==> config.mk <==
export PLATFORM = sky130hd
export DESIGN_NAME = ssdl_host_flat
export DESIGN_NICKNAME = d
export VERILOG_FILES = /design/src/include/ssdl_pkg.sv /design/src/include/ssdl_link_if.sv /design/src/verilog/ssdl_host.sv /design/src/flat_wrapper.sv
export SDC_FILE = /design/constraint.sdc
export NUM_CORES = 1
export LEC_CHECK = 0
export BUFFER_PORTS_ARGS = -buffer_cell sky130_fd_sc_hd__buf_4
export CORE_MARGIN = 2
export CORE_UTILIZATION = 62
export DETAILED_ROUTE_END_ITERATION = 6
export GPL_TIMING_DRIVEN = 0
export PLACE_DENSITY = 0.83
export SYNTH_ARGS = -nofsm -noshare
export SYNTH_HDL_FRONTEND = slang
export SYNTH_SLANG_ARGS = --single-unit
==> constraint.sdc <==
create_clock -name i_mclk -period 3.9 [get_ports i_mclk]
set_input_delay 0.585 -clock i_mclk [delete_from_list [all_inputs] [get_ports i_mclk]]
set_output_delay 0.585 -clock i_mclk [all_outputs]
set_load 0.005 [all_outputs]
==> src/include/ssdl_pkg.sv <==
// Purpose: shared constants for the serial word loader link and both ends
// Assumes: 250 MHz system clock, host-made link clock
// Notes:   all timing counts are derived from the printed times
package ssdl_pkg;
	localparam int unsigned WORD_W         = 16;
	localparam int unsigned BYTE_W         = 8;
	localparam int unsigned FIFO_DEPTH     = 8;
	localparam int unsigned NBITS_W        = 5;
	localparam int unsigned MCLK_PERIOD_NS = 4;
	localparam int unsigned SCLK_PERIOD_NS = 80;
	// half a link clock period in system cycles, at least one
	localparam int unsigned HALF_RAW       = SCLK_PERIOD_NS / (2 * MCLK_PERIOD_NS);
	localparam logic [7:0]  SCLK_HALF_CYC  = 8'((HALF_RAW < 1) ? 1 : HALF_RAW);
	localparam logic [3:0]  LAST_BIT       = 4'(WORD_W - 1);
	localparam logic [3:0]  LAST_BYTE_BIT  = 4'(BYTE_W - 1);
	localparam logic [15:0] CODE_RESET     = 16'h0000;
	localparam logic [4:0]  NBITS_FULL     = 5'h10;
	typedef logic [WORD_W-1:0] ssdl_word_t;
endpackage

==> src/include/ssdl_link_if.sv <==
// Purpose: link wires between host and converter word loader
// Assumes: all lines are one-way, driven by the host, or by the bench on its second link
// Notes:   no clocking block; the bench joins the two ends here
`timescale 1ns/1ns
interface ssdl_link_if;
	logic sclk;
	logic cs_n;
	logic din;
	logic load_update_n;
	modport host (output sclk, output cs_n, output din, output load_update_n);
	modport dev  (input sclk, input cs_n, input din, input load_update_n);
endinterface

==> src/verilog/ssdl_host.sv <==
// Purpose: host end: word FIFO, bit ordering and padding, serial master
// Assumes: link clock is made here from i_mclk by a divider
// Notes:   data changes on falling link clock edges, clock idles low
`timescale 1ns/1ns
module ssdl_fifo
	import ssdl_pkg::*;
#(
	parameter int unsigned W     = WORD_W,
	parameter int unsigned DEPTH = FIFO_DEPTH
) (
	input  wire logic         i_mclk,
	input  wire logic         i_rst,
	input  wire logic [W-1:0] i_data,
	input  wire logic         i_valid,
	output logic              o_ready,
	output logic [W-1:0]      o_data,
	output logic              o_valid,
	input  wire logic         i_ready
);
	localparam int unsigned AW = (DEPTH > 1) ? $clog2(DEPTH) : 1;

	logic [W-1:0]  mem_ff [DEPTH];
	logic [AW-1:0] wr_ff;
	logic [AW-1:0] rd_ff;
	logic [AW:0]   cnt_ff;
	logic          push;
	logic          pop;

	assign o_ready = cnt_ff != (AW+1)'(DEPTH);
	assign o_valid = cnt_ff != '0;
	assign push    = i_valid && o_ready;
	assign pop     = o_valid && i_ready;
	assign o_data  = mem_ff[rd_ff];

	always_ff @(posedge i_mclk) begin
		if (push) begin
			mem_ff[wr_ff] <= i_data;
		end
	end

	always_ff @(posedge i_mclk or posedge i_rst) begin
		if (i_rst) begin
			wr_ff  <= '0;
			rd_ff  <= '0;
			cnt_ff <= '0;
		end else begin
			if (push) begin
				wr_ff <= (wr_ff == AW'(DEPTH - 1)) ? '0 : wr_ff + 1'b1;
			end
			if (pop) begin
				rd_ff <= (rd_ff == AW'(DEPTH - 1)) ? '0 : rd_ff + 1'b1;
			end
			cnt_ff <= cnt_ff + (AW+1)'(push) - (AW+1)'(pop);
		end
	end
endmodule

// Function
// - converter register powers up all zeros
// - shift register not cleared, starts unknown
// - over-long frame keeps last sixteen bits
// - short frame shifts older bits up, keeps the rest
// - first load after power-up: full sixteen bits
// - narrow values padded with zeros at LSB end
// - sixteen-bit word, data stable at rising edge
// - update at frame end or by load input
// - most significant bit sent first
// - byte mode keeps select low across bytes
// - clock idles low, sample on first edge
// - data changes on falling edge, no glue
// - rising-edge-change masters need inverted clock
// - load input driven separately from select
// - shift only while select is low
// - select rise copies word when load low
// - load high while shifting, low-going updates
// - load held low gives update per frame
module ssdl_host
	import ssdl_pkg::*;
(
	input  wire logic               i_mclk,
	input  wire logic               i_rst,
	input  wire logic [WORD_W-1:0]  i_data,
	input  wire logic [NBITS_W-1:0] i_nbits,
	input  wire logic               i_lsb_first,
	input  wire logic               i_valid,
	output logic                    o_ready,
	input  wire logic               i_byte_mode,
	input  wire logic               i_sync_load,
	output logic                    o_busy,
	output logic                    o_done,
	ssdl_link_if.host               link
);
	typedef enum logic [3:0] {
		H_IDLE, H_LEAD, H_HIGH, H_LOW, H_GAP, H_TAIL, H_LOAD, H_LDHOLD, H_SPACE
	} ssdl_hstate_t;

	ssdl_hstate_t  st_ff;
	ssdl_word_t    word_in;
	ssdl_word_t    fifo_data;
	ssdl_word_t    shift_ff;
	logic          fifo_valid;
	logic          fifo_pop;
	logic [7:0]    div_ff;
	logic          tick;
	logic [3:0]    cnt_ff;
	logic          byte_ff;
	logic          sync_ff;
	logic          sclk_ff;
	logic          cs_n_ff;
	logic          dout_ff;
	logic          ld_n_ff;
	logic          done_ff;
	logic [4:0]    shamt;

	function automatic ssdl_word_t bit_rev(input ssdl_word_t w);
		ssdl_word_t r;
		r = '0;
		for (int i = 0; i < WORD_W; i++) begin
			r[i] = w[WORD_W-1-i];
		end
		return r;
	endfunction

	// nbits of zero means a full word; over-range is treated as full
	always_comb begin
		word_in = i_lsb_first ? bit_rev(i_data) : i_data;
		shamt   = 5'h00;
		if (i_lsb_first) begin
			word_in = word_in >> (NBITS_FULL - ((i_nbits == 5'h00 || i_nbits > NBITS_FULL)
				? NBITS_FULL : i_nbits));
		end
		if (i_nbits != 5'h00 && i_nbits < NBITS_FULL) begin
			shamt = NBITS_FULL - i_nbits;
		end
		word_in = word_in << shamt;
	end

	ssdl_fifo #(
		.W     (WORD_W),
		.DEPTH (FIFO_DEPTH)
	) ssdl_fifo_i (
		.i_mclk  (i_mclk),
		.i_rst   (i_rst),
		.i_data  (word_in),
		.i_valid (i_valid),
		.o_ready (o_ready),
		.o_data  (fifo_data),
		.o_valid (fifo_valid),
		.i_ready (fifo_pop)
	);

	assign fifo_pop = (st_ff == H_IDLE) && fifo_valid;
	assign tick     = div_ff == SCLK_HALF_CYC - 8'h01;

	// free-running divider: every state move except leaving H_IDLE waits for a tick; the wait in H_LEAD can be shorter than a half period
	always_ff @(posedge i_mclk or posedge i_rst) begin
		if (i_rst) begin
			div_ff <= 8'h00;
		end else begin
			div_ff <= tick ? 8'h00 : div_ff + 8'h01;
		end
	end

	always_ff @(posedge i_mclk or posedge i_rst) begin
		if (i_rst) begin
			st_ff    <= H_IDLE;
			shift_ff <= '0;
			cnt_ff   <= 4'h0;
			byte_ff  <= 1'b0;
			sync_ff  <= 1'b0;
			sclk_ff  <= 1'b0;
			cs_n_ff  <= 1'b1;
			dout_ff  <= 1'b0;
			ld_n_ff  <= 1'b1;
			done_ff  <= 1'b0;
		end else begin
			done_ff <= 1'b0;
			unique case (st_ff)
				H_IDLE: begin
					sclk_ff <= 1'b0;
					if (fifo_valid) begin
						// load takes its mode level only as select falls, so a mode change
						// between frames never reads as a late load request
						ld_n_ff  <= !i_sync_load;
						// every frame is a full word, so even the first load
						// after power-up leaves no unknown bits behind
						shift_ff <= {fifo_data[WORD_W-2:0], 1'b0};
						dout_ff  <= fifo_data[WORD_W-1];
						cs_n_ff  <= 1'b0;
						cnt_ff   <= 4'h0;
						byte_ff  <= i_byte_mode;
						sync_ff  <= i_sync_load;
						st_ff    <= H_LEAD;
					end
				end
				H_LEAD, H_LOW: begin
					if (tick) begin
						sclk_ff <= 1'b1;
						st_ff   <= H_HIGH;
					end
				end
				H_HIGH: begin
					if (tick) begin
						// change data on the falling edge so it is settled a
						// half period before the next capture edge
						sclk_ff  <= 1'b0;
						dout_ff  <= shift_ff[WORD_W-1];
						shift_ff <= {shift_ff[WORD_W-2:0], 1'b0};
						cnt_ff   <= cnt_ff + 4'h1;
						if (cnt_ff == LAST_BIT) begin
							st_ff <= H_TAIL;
						end else if (byte_ff && cnt_ff == LAST_BYTE_BIT) begin
							st_ff <= H_GAP;
						end else begin
							st_ff <= H_LOW;
						end
					end
				end
				H_GAP: begin
					if (tick) begin
						st_ff <= H_LOW;
					end
				end
				H_TAIL: begin
					if (tick) begin
						cs_n_ff <= 1'b1;
						st_ff   <= sync_ff ? H_SPACE : H_LOAD;
					end
				end
				H_LOAD: begin
					if (tick) begin
						ld_n_ff <= 1'b0;
						st_ff   <= H_LDHOLD;
					end
				end
				H_LDHOLD: begin
					if (tick) begin
						ld_n_ff <= 1'b1;
						st_ff   <= H_SPACE;
					end
				end
				H_SPACE: begin
					// select stays high long enough for the far end to see it
					if (tick) begin
						done_ff <= 1'b1;
						st_ff   <= H_IDLE;
					end
				end
				default: begin
					st_ff <= H_IDLE;
				end
			endcase
		end
	end

	assign o_busy             = st_ff != H_IDLE;
	assign o_done             = done_ff;
	assign link.sclk          = sclk_ff;
	assign link.cs_n          = cs_n_ff;
	assign link.din           = dout_ff;
	assign link.load_update_n = ld_n_ff;
endmodule

==> src/flat_wrapper.sv <==
// flat-port wrapper written by rule: the top's interface ports become plain ports
module ssdl_host_flat import ssdl_pkg::*;
  (i_mclk, i_rst, i_data, i_nbits, i_lsb_first, i_valid, o_ready, i_byte_mode, i_sync_load, o_busy, o_done, link_sclk, link_cs_n, link_din, link_load_update_n);
  ssdl_link_if link_i ();
  input  wire logic i_mclk;
  input  wire logic i_rst;
  input  wire logic [WORD_W-1:0] i_data;
  input  wire logic [NBITS_W-1:0] i_nbits;
  input  wire logic i_lsb_first;
  input  wire logic i_valid;
  output logic o_ready;
  input  wire logic i_byte_mode;
  input  wire logic i_sync_load;
  output logic o_busy;
  output logic o_done;
  output wire logic [$bits(link_i.sclk)-1:0] link_sclk;
  output wire logic [$bits(link_i.cs_n)-1:0] link_cs_n;
  output wire logic [$bits(link_i.din)-1:0] link_din;
  output wire logic [$bits(link_i.load_update_n)-1:0] link_load_update_n;
  assign link_sclk = link_i.sclk;
  assign link_cs_n = link_i.cs_n;
  assign link_din = link_i.din;
  assign link_load_update_n = link_i.load_update_n;
  ssdl_host u_core (.i_mclk(i_mclk), .i_rst(i_rst), .i_data(i_data), .i_nbits(i_nbits), .i_lsb_first(i_lsb_first), .i_valid(i_valid), .o_ready(o_ready), .i_byte_mode(i_byte_mode), .i_sync_load(i_sync_load), .o_busy(o_busy), .o_done(o_done), .link(link_i));
endmodule
==> results.ini <==
[run_status]
status=finished clean

[clock_tree]
htree_levels=4
cts_tree=yes
cts-root-buf=clkbuf_16
clk-insertion-delay-late_ns=0.44
cts_buffers=17
path_clk_slew_ns=0.07
cts.sinks=176
clockBufferDepth=2

[final_layout]
post-route-util_pct=74.21
nNetsFinal=889
synthToLayoutAreaGrowth_pct=18.34
antenna_cells=0
design_area_um2=11160
drive_above_1_share_pct=28.59
fill_cells=938

[sta]
worstMarginPinSlew_ns=0.9715
hold_slack_ns=0.03519
finalCritPeriodShare_pct=96.72
layout_min_cycle_time_ns=3.772
finalSetupViolations=0
finalMaxSlewViolations=0
max_slew_margin_pct=34.74
hold_viol_final=0
finalClockSkew_ns=0.01003
fmax_mhz=265.1

[setup_path]
worstPathArrival_ns=4.02
cp-start-kind=input pin
critPathRequiredTime_ns=4.15
end_kind=register
critPathKind=input pin to register
critPathMaxFanout=19

[floorplan]
start_util_pct=62.70
row_count=45
io_pins=34
core-area_um2=15030
die_w_um=127.3
dieArea_um2=16210
die_y_um=127.3

[routing]
dr.pass1.iters=5
wirelength_um=25460
drc=0
wl_per_cell_um=24.37
drt_iter0_drc=905
route.vias.total=7273
vias_per_cell=6.960
ant_nets=0

[placed_design]
dp.final_hpwl_um=17480
place_area_um2=10140
numPortBuffers=31
place_congestion=0.9820

[synthesis]
synth_ff_type=edfxtp_1
synthDistinctLibCells=79
netlist_area_um2=9427
synth_edf_count=128
syn-num-nets=815
seq_area_frac_synth_pct=53.54
async_flop_share_pct=27.27
syn_avg_cell_area_um2=12.24
yosysWarningCount=0
synthCells=770
synth_seq_cells=176

[run]
max_cap_violations=0

[global_route]
groute.usage.overall_pct=33.04
grt_pass1_vias=7108
grt_max_degree=43
grt_first_pass_wirelength_um=40060
antenna_found_initial=0
overflow=0

[pwr]
peakVddDrop_uv=357.0
p_leak_nw=4.121
p_per_area_nw_per_um2=475.9

[hold_path]
min_path_type=input pin to async pin

-- stage by stage --
stage                     setup WS [ns]  TNS [ns]  power [W]  instances
final                            0.1278         0   0.005309       1045
after global routing           -0.03369   -0.2735   0.005494       1045
after CTS                       0.06135         0   0.005229       1036
after detailed placement         -1.038    -99.74   0.003551        999
after global placement          -0.9667   -102.30   0.003413        989
after floorplan                0.004045         0   0.003140        770
-- area by class of cell --
type                    count  area, um^2  area share, %
multi-input cells         522        4478          40.14
clock buffers              20       459.2          4.116
repair buffers             57       478.0          4.284
well taps                 188       235.2          2.109
flip-flops and latches    176        5047          45.24
inverters                  21       87.58         0.7851
clock inverters            12       97.59         0.8748
plain buffers              49       272.8          2.445
-- critical path, cell delays in order --
cell,delay (ns)
buf_4,0.14
and2b_1,0.16
buf_6,0.15
inv_6,0.16
buf_4,0.21
clkbuf_8,0.19
ha_4,0.23
buf_8,0.15
nand3b_1,0.13
a2bb2o_1,0.34
nor4_1,0.38
o211ai_1,0.19
nand2_1,0.11
o2bb2ai_1,0.12
o21ai_0,0.35
o21ai_2,0.13
a21oi_4,0.26
-- layout by cell type (no fill, tap or decap), types with 7 or more instances in the layout --
master,synthesis,layout
a21oi_1,18,16
and2_1,7,7
buf_4,2,55
buf_6,2,8
clkbuf_1,32,29
clkbuf_16,0,18
dfrtp_1,46,46
edfxtp_1,128,128
ha_1,17,16
inv_1,19,17
mux2_2,30,30
mux2i_1,24,22
mux4_2,37,37
nand2_1,69,69
nand2b_1,11,11
nand3_1,19,19
nor2_1,55,46
nor2_2,0,8
nor2b_1,9,9
nor3_1,30,22
nor3_2,0,7
o211ai_1,9,9
o21ai_0,24,23
o21ai_1,11,8
o22ai_1,19,17
xnor2_1,8,8
-- repair_timing --
action,CTS,global route
setup endpoints to repair,120,120
gates resized for setup,42,30
buffers inserted,7,9
hold buffers,0,0
pin swaps,11,12
-- cell usage after synthesis (7+ instances only) --
master	number	area, um^2
edfxtp_1	128	3844
nand2_1	69	259.0
nor2_1	55	206.5
dfrtp_1	46	1151
mux4_2	37	833.3
clkbuf_1	32	120.1
mux2_2	30	337.8
nor3_1	30	150.1
mux2i_1	24	240.2
o21ai_0	24	120.1
inv_1	19	71.32
nand3_1	19	95.09
o22ai_1	19	118.9
a21oi_1	18	90.09
ha_1	17	212.7
nand2b_1	11	68.82
o21ai_1	11	55.05
nor4_1	10	62.56
buf_1	9	33.78
nor2b_1	9	56.30
o211ai_1	9	67.56
a211oi_1	8	60.06
xnor2_1	8	70.07
and2_1	7	43.79
-- per-layer routing --
metal	vias to the layer above	GRT usage [%]	part of all wire [%]
li1	3127	-	-
met5	-	0	0
met2	453	53.57	49
met4	0	10.02	2.4
met3	78	7.161	8.2
met1	3615	45.46	40
-- power breakdown --
| part | internal [W] | switching (W) |
|---|---|---|
| Sequential | 0.00233 | 0.000106 |
| Combinational | 0.000500 | 0.000747 |
| Clock | 0.000871 | 0.000757 |
| Total | 0.00370 | 0.00161 |
-- cell families (layout without fill, tap and decap cells) --
kind of cell	count (synthesis)	in the layout	synth area share (%)
mux	94	94	15.37
simple gates	236	236	11.95
flops	176	176	53.54
buf+inv	72	159	3.212
xor+xnor	13	13	1.288
fa+ha+maj	18	18	2.469
compound gates	161	161	12.17
-- path summary, 6_finish.rpt --
| kind | to | startpoint | slack [ns] | cells past startpoint |
|---|---|---|---|---|
| setup reg to reg | u_core.shift_ff[8]$_DFFE_PP0P_ | u_core.ssdl_fifo_i.rd_ff[0]$_DFFE_PP0P_ | 0.99 | 6 |
| hold reg to reg | u_core.link.din$_DFFE_PP0P_ | u_core.link.din$_DFFE_PP0P_ | 0.49 | 2 |
| max in group asynchronous | u_core.link.cs_n$_DFFE_PP1P_ | i_rst | 3.36 | 3 |
| setup / recovery | u_core.ssdl_fifo_i.mem_ff[6][7]$_DFFE_PP_ | i_nbits[0] | 0.13 | 17 |
| hold / removal | u_core.shift_ff[3]$_DFFE_PP0P_ | i_rst | 0.04 | 2 |
| min in group i_mclk | u_core.sync_ff$_DFFE_PP0P_ | i_sync_load | 0.36 | 3 |
-- sequential cells by signal, summed over array words and instances (netlist names) --
signal,cells
u_core.st_ff,4
u_core.ssdl_fifo_i.cnt_ff,4
u_core.link.cs_n,1
u_core.ssdl_fifo_i.mem_ff,128
u_core.shift_ff,15
u_core.ssdl_fifo_i.wr_ff,3
u_core.sync_ff,1
u_core.byte_ff,1
u_core.link.load_update_n,1
u_core.link.sclk,1
u_core.cnt_ff,4
u_core.link.din,1
u_core.ssdl_fifo_i.rd_ff,3
u_core.div_ff,8
u_core.o_done,1
(Power assumes the default switching activity.)
